--- src/common/tcc_pkg.sv ---
// Package with register map, field layout and constants of the capture timer.
package tcc_pkg;

  // Register byte addresses on the AXI4-Lite slave.
  localparam logic [7:0] ADDR_COUNT_LOW   = 8'h00;
  localparam logic [7:0] ADDR_COUNT_HIGH  = 8'h04;
  localparam logic [7:0] ADDR_CAPT_LOW    = 8'h08;
  localparam logic [7:0] ADDR_CAPT_HIGH   = 8'h0C;
  localparam logic [7:0] ADDR_CTRL_A      = 8'h10;
  localparam logic [7:0] ADDR_CTRL_B      = 8'h14;
  localparam logic [7:0] ADDR_FLAGS       = 8'h18;
  localparam logic [7:0] ADDR_IRQ_EN      = 8'h1C;
  localparam logic [7:0] ADDR_CMP_CTRL    = 8'h20;
  localparam logic [7:0] ADDR_SERVICE     = 8'h24;

  // Field positions.
  localparam int CTRLB_TICK_LSB   = 0;
  localparam int CTRLB_WGM_HI_LSB = 3;
  localparam int CTRLB_EDGE_BIT   = 6;
  localparam int CTRLB_FILT_BIT   = 7;
  localparam int CTRLA_WGM_LO_LSB = 0;
  localparam int FLAG_OVF_BIT     = 0;
  localparam int FLAG_CAPT_BIT    = 5;
  localparam int CMP_SEL_BIT      = 2;

  // Counter extremes and constants.
  localparam logic [15:0] COUNT_BOTTOM = 16'h0000;
  localparam logic [15:0] COUNT_MAX    = 16'hFFFF;
  localparam logic [2:0]  TICK_NONE    = 3'h0;
  localparam int          FILT_SAMPLES = 4;

  // Waveform modes that use the capture register as TOP.
  localparam logic [3:0] WGM_PWM_PFC_ICR = 4'h8;
  localparam logic [3:0] WGM_PWM_PC_ICR  = 4'hA;
  localparam logic [3:0] WGM_CTC_ICR     = 4'hC;
  localparam logic [3:0] WGM_FAST_ICR    = 4'hE;

  // AXI responses.
  localparam logic [1:0] RESP_OKAY   = 2'h0;
  localparam logic [1:0] RESP_SLVERR = 2'h2;

  // Counter action requested by the mode logic.
  typedef enum logic [1:0] {
    TCC_ACT_HOLD = 2'b00,
    TCC_ACT_INC  = 2'b01,
    TCC_ACT_DEC  = 2'b10,
    TCC_ACT_CLR  = 2'b11
  } tcc_act_e;

  // Extreme-value indications of the counter.
  typedef struct packed {
    logic at_top;
    logic at_bottom;
  } tcc_ext_s;

endpackage : tcc_pkg

--- src/rtl/tcc_timer.sv ---
// Capture timer: 16-bit counter, shared high-byte latch, capture unit.
`timescale 1ns/1ps
module tcc_timer
  import tcc_pkg::*;
(
  input  wire logic        clk,
  input  wire logic        rst,
  input  wire logic        timer_tick,
  input  wire tcc_act_e    count_action,
  input  wire logic        overflow_event,
  input  wire logic        capture_pin,
  input  wire logic        comparator_output,
  input  wire logic [7:0]  s_axi_awaddr,
  input  wire logic        s_axi_awvalid,
  output logic             s_axi_awready,
  input  wire logic [31:0] s_axi_wdata,
  input  wire logic [3:0]  s_axi_wstrb,
  input  wire logic        s_axi_wvalid,
  output logic             s_axi_wready,
  output logic [1:0]       s_axi_bresp,
  output logic             s_axi_bvalid,
  input  wire logic        s_axi_bready,
  input  wire logic [7:0]  s_axi_araddr,
  input  wire logic        s_axi_arvalid,
  output logic             s_axi_arready,
  output logic [31:0]      s_axi_rdata,
  output logic [1:0]       s_axi_rresp,
  output logic             s_axi_rvalid,
  input  wire logic        s_axi_rready,
  output logic [15:0]      count_value,
  output logic [3:0]       waveform_mode_field,
  output logic [2:0]       tick_source_select,
  output tcc_ext_s         count_extremes,
  output logic             overflow_irq,
  output logic             capture_irq
);

  // Registers held by the block.
  logic [7:0]  high_latch;
  logic [15:0] capture_value;
  logic [7:0]  timer_control_a;
  logic [7:0]  timer_control_b;
  logic        overflow_flag;
  logic        capture_flag;
  logic        overflow_irq_enable;
  logic        capture_irq_enable;
  logic        comparator_capture_select;
  logic [1:0]  sync_pin;
  logic [1:0]  sync_cmp;
  logic [FILT_SAMPLES-2:0] filt_hist;
  logic        filt_out;
  logic        edge_prev;
  logic        edge_prev_valid;

  // Write channel holding registers: address and data taken in any order.
  logic        aw_held;
  logic        w_held;
  logic [7:0]  aw_addr;
  logic [7:0]  w_data;
  logic        w_lane0;

  // Write channel acceptance.
  assign s_axi_awready = !aw_held && !s_axi_bvalid;
  assign s_axi_wready  = !w_held && !s_axi_bvalid;
  wire aw_take = s_axi_awvalid && s_axi_awready;
  wire w_take  = s_axi_wvalid && s_axi_wready;
  wire wr_go   = aw_held && w_held;

  // Byte-lane zero carries the 8-bit register data.
  wire wr_en   = wr_go && w_lane0;
  wire wr_cl   = wr_en && (aw_addr == ADDR_COUNT_LOW);
  wire wr_hi   = wr_en && ((aw_addr == ADDR_COUNT_HIGH) ||
                           (aw_addr == ADDR_CAPT_HIGH));
  wire wr_capl = wr_en && (aw_addr == ADDR_CAPT_LOW);
  wire wr_ca   = wr_en && (aw_addr == ADDR_CTRL_A);
  wire wr_cb   = wr_en && (aw_addr == ADDR_CTRL_B);
  wire wr_fl   = wr_en && (aw_addr == ADDR_FLAGS);
  wire wr_ie   = wr_en && (aw_addr == ADDR_IRQ_EN);
  wire wr_cmp  = wr_en && (aw_addr == ADDR_CMP_CTRL);
  wire wr_svc  = wr_en && (aw_addr == ADDR_SERVICE);

  // Mode decode.
  wire [3:0] wgm_now = {timer_control_b[CTRLB_WGM_HI_LSB+1 -: 2],
                        timer_control_a[CTRLA_WGM_LO_LSB+1 -: 2]};
  wire icr_is_top = (wgm_now == WGM_PWM_PFC_ICR) ||
                    (wgm_now == WGM_PWM_PC_ICR) ||
                    (wgm_now == WGM_CTC_ICR) ||
                    (wgm_now == WGM_FAST_ICR);
  wire filt_en  = timer_control_b[CTRLB_FILT_BIT];
  wire edge_sel = timer_control_b[CTRLB_EDGE_BIT];
  wire [2:0] tick_sel = timer_control_b[CTRLB_TICK_LSB+2 -: 3];

  // Write mapping: unknown addresses get SLVERR.
  wire wr_known = (aw_addr == ADDR_COUNT_LOW) || (aw_addr == ADDR_COUNT_HIGH)
               || (aw_addr == ADDR_CAPT_LOW) || (aw_addr == ADDR_CAPT_HIGH)
               || (aw_addr == ADDR_CTRL_A) || (aw_addr == ADDR_CTRL_B)
               || (aw_addr == ADDR_FLAGS) || (aw_addr == ADDR_IRQ_EN)
               || (aw_addr == ADDR_CMP_CTRL) || (aw_addr == ADDR_SERVICE);

  // Write channel capture and response.
  always_ff @(posedge clk) begin
    if (rst) begin
      aw_held <= 1'b0;
      w_held <= 1'b0;
      aw_addr <= 8'h00;
      w_data <= 8'h00;
      w_lane0 <= 1'b0;
      s_axi_bvalid <= 1'b0;
      s_axi_bresp <= RESP_OKAY;
    end else begin
      if (aw_take) begin
        aw_held <= 1'b1;
        aw_addr <= s_axi_awaddr;
      end
      if (w_take) begin
        w_held <= 1'b1;
        w_data <= s_axi_wdata[7:0];
        w_lane0 <= s_axi_wstrb[0];
      end
      if (wr_go) begin
        aw_held <= 1'b0;
        w_held <= 1'b0;
        s_axi_bvalid <= 1'b1;
        s_axi_bresp <= wr_known ? RESP_OKAY : RESP_SLVERR;
      end else if (s_axi_bvalid && s_axi_bready) begin
        s_axi_bvalid <= 1'b0;
      end
    end
  end

  // Read channel: one read at a time, answer one cycle after address.
  assign s_axi_arready = !s_axi_rvalid;
  wire rd_take = s_axi_arvalid && s_axi_arready;
  wire rd_cl   = rd_take && (s_axi_araddr == ADDR_COUNT_LOW);
  wire rd_capl = rd_take && (s_axi_araddr == ADDR_CAPT_LOW);

  // Read data selection; high-byte locations return the latch.
  logic [7:0] rd_byte;
  logic       rd_ok;
  always_comb begin
    rd_ok = 1'b1;
    if (s_axi_araddr == ADDR_COUNT_LOW) begin
      rd_byte = count_value[7:0];
    end else if (s_axi_araddr == ADDR_COUNT_HIGH) begin
      rd_byte = high_latch;
    end else if (s_axi_araddr == ADDR_CAPT_LOW) begin
      rd_byte = capture_value[7:0];
    end else if (s_axi_araddr == ADDR_CAPT_HIGH) begin
      rd_byte = high_latch;
    end else if (s_axi_araddr == ADDR_CTRL_A) begin
      rd_byte = timer_control_a;
    end else if (s_axi_araddr == ADDR_CTRL_B) begin
      rd_byte = timer_control_b;
    end else if (s_axi_araddr == ADDR_FLAGS) begin
      rd_byte = 8'h00;
      rd_byte[FLAG_OVF_BIT] = overflow_flag;
      rd_byte[FLAG_CAPT_BIT] = capture_flag;
    end else if (s_axi_araddr == ADDR_IRQ_EN) begin
      rd_byte = 8'h00;
      rd_byte[FLAG_OVF_BIT] = overflow_irq_enable;
      rd_byte[FLAG_CAPT_BIT] = capture_irq_enable;
    end else if (s_axi_araddr == ADDR_CMP_CTRL) begin
      rd_byte = 8'h00;
      rd_byte[CMP_SEL_BIT] = comparator_capture_select;
    end else if (s_axi_araddr == ADDR_SERVICE) begin
      rd_byte = 8'h00;
    end else begin
      rd_byte = 8'h00;
      rd_ok = 1'b0;
    end
  end

  // Read response register.
  always_ff @(posedge clk) begin
    if (rst) begin
      s_axi_rvalid <= 1'b0;
      s_axi_rdata <= 32'h0000_0000;
      s_axi_rresp <= RESP_OKAY;
    end else if (rd_take) begin
      s_axi_rvalid <= 1'b1;
      s_axi_rdata <= {24'h00_0000, rd_byte};
      s_axi_rresp <= rd_ok ? RESP_OKAY : RESP_SLVERR;
    end else if (s_axi_rready) begin
      s_axi_rvalid <= 1'b0;
    end
  end

  // Capture trigger path: synchronise, optionally filter, then detect edges.
  wire trig_sync = comparator_capture_select ? sync_cmp[1] : sync_pin[1];
  wire filt_all1 = &{filt_hist, trig_sync};
  wire filt_all0 = ~|{filt_hist, trig_sync};
  wire det_in    = filt_en ? filt_out : trig_sync;
  wire edge_hit  = !icr_is_top && edge_prev_valid && (det_in != edge_prev)
                   && (det_in == edge_sel);

  // Pin synchronisers and filter history.
  always_ff @(posedge clk) begin
    if (rst) begin
      sync_pin <= 2'b00;
      sync_cmp <= 2'b00;
      filt_hist <= '0;
      filt_out <= 1'b0;
    end else begin
      sync_pin <= {sync_pin[0], capture_pin};
      sync_cmp <= {sync_cmp[0], comparator_output};
      filt_hist <= {filt_hist[FILT_SAMPLES-3:0], trig_sync};
      // The last three stored samples plus the newest one must agree.
      if (filt_all1) begin
        filt_out <= 1'b1;
      end else if (filt_all0) begin
        filt_out <= 1'b0;
      end
    end
  end

  // Edge detector state; frozen while the capture value serves as top.
  always_ff @(posedge clk) begin
    if (rst) begin
      edge_prev <= 1'b0;
      edge_prev_valid <= 1'b0;
    end else if (!icr_is_top) begin
      edge_prev <= det_in;
      edge_prev_valid <= 1'b1;
    end
  end

  // Counter next value: software write first, then tick actions.
  wire tick_ok = timer_tick && (tick_sel != TICK_NONE);
  logic [15:0] next_count;
  always_comb begin
    next_count = count_value;
    if (wr_cl) begin
      next_count = {high_latch, w_data};
    end else if (tick_ok) begin
      case (count_action)
        TCC_ACT_INC:  next_count = count_value + 16'h0001;
        TCC_ACT_DEC:  next_count = count_value - 16'h0001;
        TCC_ACT_CLR:  next_count = COUNT_BOTTOM;
        default:      next_count = count_value;
      endcase
    end
  end

  // Counter and its extremes.
  always_ff @(posedge clk) begin
    if (rst) begin
      count_value <= COUNT_BOTTOM;
      count_extremes <= '{at_top: 1'b0, at_bottom: 1'b1};
    end else begin
      count_value <= next_count;
      count_extremes.at_top <= (next_count == COUNT_MAX);
      count_extremes.at_bottom <= (next_count == COUNT_BOTTOM);
    end
  end

  // Shared high-byte latch: written at high locations, loaded on low reads.
  always_ff @(posedge clk) begin
    if (rst) begin
      high_latch <= 8'h00;
    end else if (wr_hi) begin
      high_latch <= w_data;
    end else if (rd_cl) begin
      high_latch <= count_value[15:8];
    end else if (rd_capl) begin
      high_latch <= capture_value[15:8];
    end
  end

  // Capture value: hardware capture overwrites, software write only at top.
  always_ff @(posedge clk) begin
    if (rst) begin
      capture_value <= 16'h0000;
    end else if (edge_hit) begin
      capture_value <= count_value;
    end else if (wr_capl && icr_is_top) begin
      capture_value <= {high_latch, w_data};
    end
  end

  // Control registers.
  always_ff @(posedge clk) begin
    if (rst) begin
      timer_control_a <= 8'h00;
      timer_control_b <= 8'h00;
      overflow_irq_enable <= 1'b0;
      capture_irq_enable <= 1'b0;
      comparator_capture_select <= 1'b0;
    end else begin
      if (wr_ca) timer_control_a <= w_data;
      if (wr_cb) timer_control_b <= w_data;
      if (wr_ie) begin
        overflow_irq_enable <= w_data[FLAG_OVF_BIT];
        capture_irq_enable <= w_data[FLAG_CAPT_BIT];
      end
      if (wr_cmp) comparator_capture_select <= w_data[CMP_SEL_BIT];
    end
  end

  // Sticky flags: a set in the clearing cycle wins over the clear.
  wire clr_ovf  = (wr_fl || wr_svc) && w_data[FLAG_OVF_BIT];
  wire clr_capt = (wr_fl || wr_svc) && w_data[FLAG_CAPT_BIT];
  always_ff @(posedge clk) begin
    if (rst) begin
      overflow_flag <= 1'b0;
      capture_flag <= 1'b0;
    end else begin
      if (overflow_event) overflow_flag <= 1'b1;
      else if (clr_ovf) overflow_flag <= 1'b0;
      if (edge_hit) capture_flag <= 1'b1;
      else if (clr_capt) capture_flag <= 1'b0;
    end
  end

  // Interrupt request, waveform mode and tick source outputs, registered.
  always_ff @(posedge clk) begin
    if (rst) begin
      overflow_irq <= 1'b0;
      capture_irq <= 1'b0;
      waveform_mode_field <= 4'h0;
      tick_source_select <= TICK_NONE;
    end else begin
      overflow_irq <= overflow_flag && overflow_irq_enable;
      capture_irq <= capture_flag && capture_irq_enable;
      waveform_mode_field <= wgm_now;
      tick_source_select <= tick_sel;
    end
  end
endmodule : tcc_timer

--- config.mk ---
export PLATFORM = sky130hd
export DESIGN_NAME = tcc_timer
export DESIGN_NICKNAME = d
export VERILOG_FILES = /design/src/common/tcc_pkg.sv /design/src/rtl/tcc_timer.sv
export SDC_FILE = /design/constraint.sdc
export NUM_CORES = 1
export LEC_CHECK = 0
export ABC_AREA = 1
export BUFFER_PORTS_ARGS = -buffer_cell sky130_fd_sc_hd__buf_2
export CORE_MARGIN = 4
export CORE_UTILIZATION = 50
export DETAILED_ROUTE_END_ITERATION = 16
export PLACE_DENSITY = 0.87
export SLEW_MARGIN = 20
export SYNTH_ARGS = -nofsm -noshare
export SYNTH_HDL_FRONTEND = slang
export SYNTH_SLANG_ARGS = --single-unit
--- constraint.sdc ---
create_clock -name clk -period 2.5 [get_ports clk]
set_input_delay 0.5 -clock clk [delete_from_list [all_inputs] [get_ports clk]]
set_output_delay 0.5 -clock clk [all_outputs]
set_load 0.05 [all_outputs]
==> out/metrics.yaml <==
clocking:
  cts_inserted_buffers: 17
  clock_path_buffers: 2
  clockRootBuffer: "clkbuf_16"
  cts.htree.levels: 4
  post_cts_buffers: 0
  cts_resized: 0
  path_clk_slew_ps: 50
  cts_hold_buf: 0
  cts_tree: "built"
  numClockSinks: 113
  clk_latency_ps: 420
hold_path:
  hp-start: "comparator_output"
  worstHoldPathType: "in -> reg"
  min_to: "sync_cmp[0]"
  min_path_cells: 3
yosys:
  syn_area_um2: 6430
  yosys_warnings: 0
  yosysSeqAreaShare: 0.352
  synth_top_cell_by_area: "dfxtp_1"
  avgSynthCellArea_um2: 6.37
  yosysUniqueCellTypes: 44
  syn_inst: 1010
  synth_top_cell_area_share: 0.352
  async_reset_ff_frac: 0
  ys.flop_type: "dfxtp_1"
  ys_ff_latch: 113
  synth.area.top_cells: "dfxtp_1 35%, nand2_1 16%, inv_1 8.3%, nor2_1 6.7%, nand3_1 4.9%"
  synth_edf_count: 0
pwr:
  total_power_mw: 5.19
  p_sw_frac: 0.242
  clockPowerShare: 0.532
  switchingPower_mw: 1.25
  pwr-share-comb: 0.102
  intPower_mw: 3.93
  pwr_density_cell_nw_per_um2: 655
  vdd_drop_max_mv: 0.600
  p_leak_nw: 3.61
  p_seq_frac: 0.366
global_routing:
  antenna_found_initial: 0
  grt_usage: 0.261
  grt-ovfl-total: 0
  grt_max_degree: 38
  grt_pass1_vias: 6475
  grt_pass1_wl_mm: 30.7
setup_path:
  endpoint_kind: "flip-flop"
  rr_worst_depth: 8
  r2r-start: "comparator_capture_select"
  critical_path.max_fanout: 19
  critical_path_arrival_ps: 2610
  rr_endpoint: "capture_value[4]"
  crit_type: "in -> reg"
  setup.worst_path.start_class: "input port"
  cp.required_ps: 2870
  rrSetupSlack_ps: 310
outcome:
  status: "finished clean"
timing:
  slew-limit-headroom: 0.619
  fin_crit_sh: 0.897
  clock_skew_ps: 7.03
  setup_viol: 0
  setup_tns_ps: 0
  hold_viol_final: 0
  slew_violations: 0
  max_freq_mhz: 446
  period_minus_slack_ps: 2240
  fin_hold_ws_ps: 285
  rsz0062_at_grt: "no"
  worst_pin_slew_ps: 570
route:
  drt-initial-drc-count: 690
  antenna_left: 0
  drt-pass1-iter-count: 6
  via_per_inst: 5.35
  drt-wirelength-per-cell_um: 14.5
  drc_errors: 0
  num_vias: 7017
  finalWirelength_mm: 19.1
cells_and_area:
  area_growth_pct: 23.1
  fillers: 1113
  mostFrequentLayoutCells: "272 x nand2_1, 142 x inv_1, 113 x nor2_1"
  n_antenna_cell: 0
  layoutNonFillerInstCount: 1311
  layout-drive-gt1-share: 0.169
  final_common_cell: "nand2_1"
  fin_nets: 1198
floorplan:
  die_w_um: 121
  rows: 41
  die_h_um: 121
  num_io_pins: 133
  initial_core_util: 0.509
  core-area_um2: 12600
  fp.dieArea_um2: 14700
placed_design:
  dp_cells: 1280
  post-dp-hpwl_mm: 13.9
  numPortBuffers: 79
  gp_congestion: 0.952
flow_run:
  drv_cap: 0
## metrics by stage
step | util | worst slack (ps) | cell area, µm²
floorplan | - | 68.0 | 6530
global placement | 0.572 | -112 | 7220
detailed placement | 0.572 | -105 | 7220
CTS | 0.626 | 221 | 7900
global route | 0.627 | 36.7 | 7910
finish | 0.627 | 257 | 7910
## Yosys cell counts (2+ instances only)
cell and instances:
dfxtp_1 113, o2111ai_1 4, o211ai_1 4, a211oi_1 9
buf_1 2, a41oi_1 2, ha_1 6, o21ai_0 62
nor3_1 8, nand4_1 7, and2_1 4, nand2_1 272
inv_2 2, nand3b_1 2, nand2_2 11, buf_2 6
inv_1 142, buf_6 2, nor2_4 3, nor4_1 4
a311oi_1 2, nand3_1 63, o22ai_1 12, o21bai_1 4
a31oi_1 21, nor2_1 115, buf_4 28, clkbuf_1 20
o221ai_1 6, nor2_2 5, a21oi_1 56
## area by class of cell
cell class              count  area (µm²)  share of cell area
multi-input cells         719        3390               0.428
flip-flops and latches    113        2260               0.286
repair buffers            131         823               0.104
inverters                 145         544              0.0688
clock buffers              22         474              0.0599
well taps                 172         215              0.0272
clock inverters             9         203              0.0256
## state kept, by name (all words and copies together) (netlist names), 2 cells and up
signal               count
waveform_mode_field      4
aw_addr                  8
high_latch               8
timer_control_a          8
count_value             16
sync_cmp                 2
count_extremes           2
sync_pin                 2
timer_control_b          8
s_axi_rdata              8
capture_value           16
tick_source_select       3
filt_hist                3
w_data                   8
## cell families after synthesis
group / share of synthesized area
fa+ha+maj: 0.0117
simple gates: 0.327
flops: 0.352
compound gates: 0.170
buf+inv: 0.138
xor+xnor: 0.00136
other cells: 0.000583
## worst max-delay path by stage
stage	start	slack, ps	endpoint	cells after the start
6_report	count_action[0]	260	count_extremes[0]	20
5_1_grt	count_action[0]	40	count_extremes[0]	22
4_1_cts	count_action[0]	220	count_extremes[0]	20
3_5_place_dp	count_action[0]	-110	count_extremes[0]	22
3_3_place_gp	count_action[0]	-110	count_extremes[0]	20
2_1_floorplan	count_action[0]	70	count_extremes[1]	20
## power groups by stage
stage	registers [mW]	logic (mW)	clock network (mW)
finish	1.90	0.530	2.76
floorplan	1.95	0.374	0
CTS	1.90	0.522	2.77
global placement	1.93	0.507	0
detailed placement	1.93	0.516	0
global route	1.90	0.577	2.85
## critical path: stages
cell and delay (ps):
buf_2 90, inv_1 100, ha_4 190, buf_12 160, buf_4 150, nand2_1 60
nand2_2 100, nand2_1 100, nor2_2 170, and2_1 140, nand2_1 60, nand2_1 60
nand2_1 40, nand3_1 100, nand2_1 100, nand2_1 100, nand2_1 70, nor2_2 150
nand3_1 90, nand2_1 60
## metal layers
layer | track usage | vias to the layer above | part of all wire
met4 | 0.130 | 0 | 0.041
met1 | 0.316 | 3148 | 0.40
met3 | 0.0550 | 78 | 0.078
met2 | 0.439 | 350 | 0.49
li1 | - | 3441 | -
met5 | 0 | - | 0
Power figures use the tool's default switching activity.
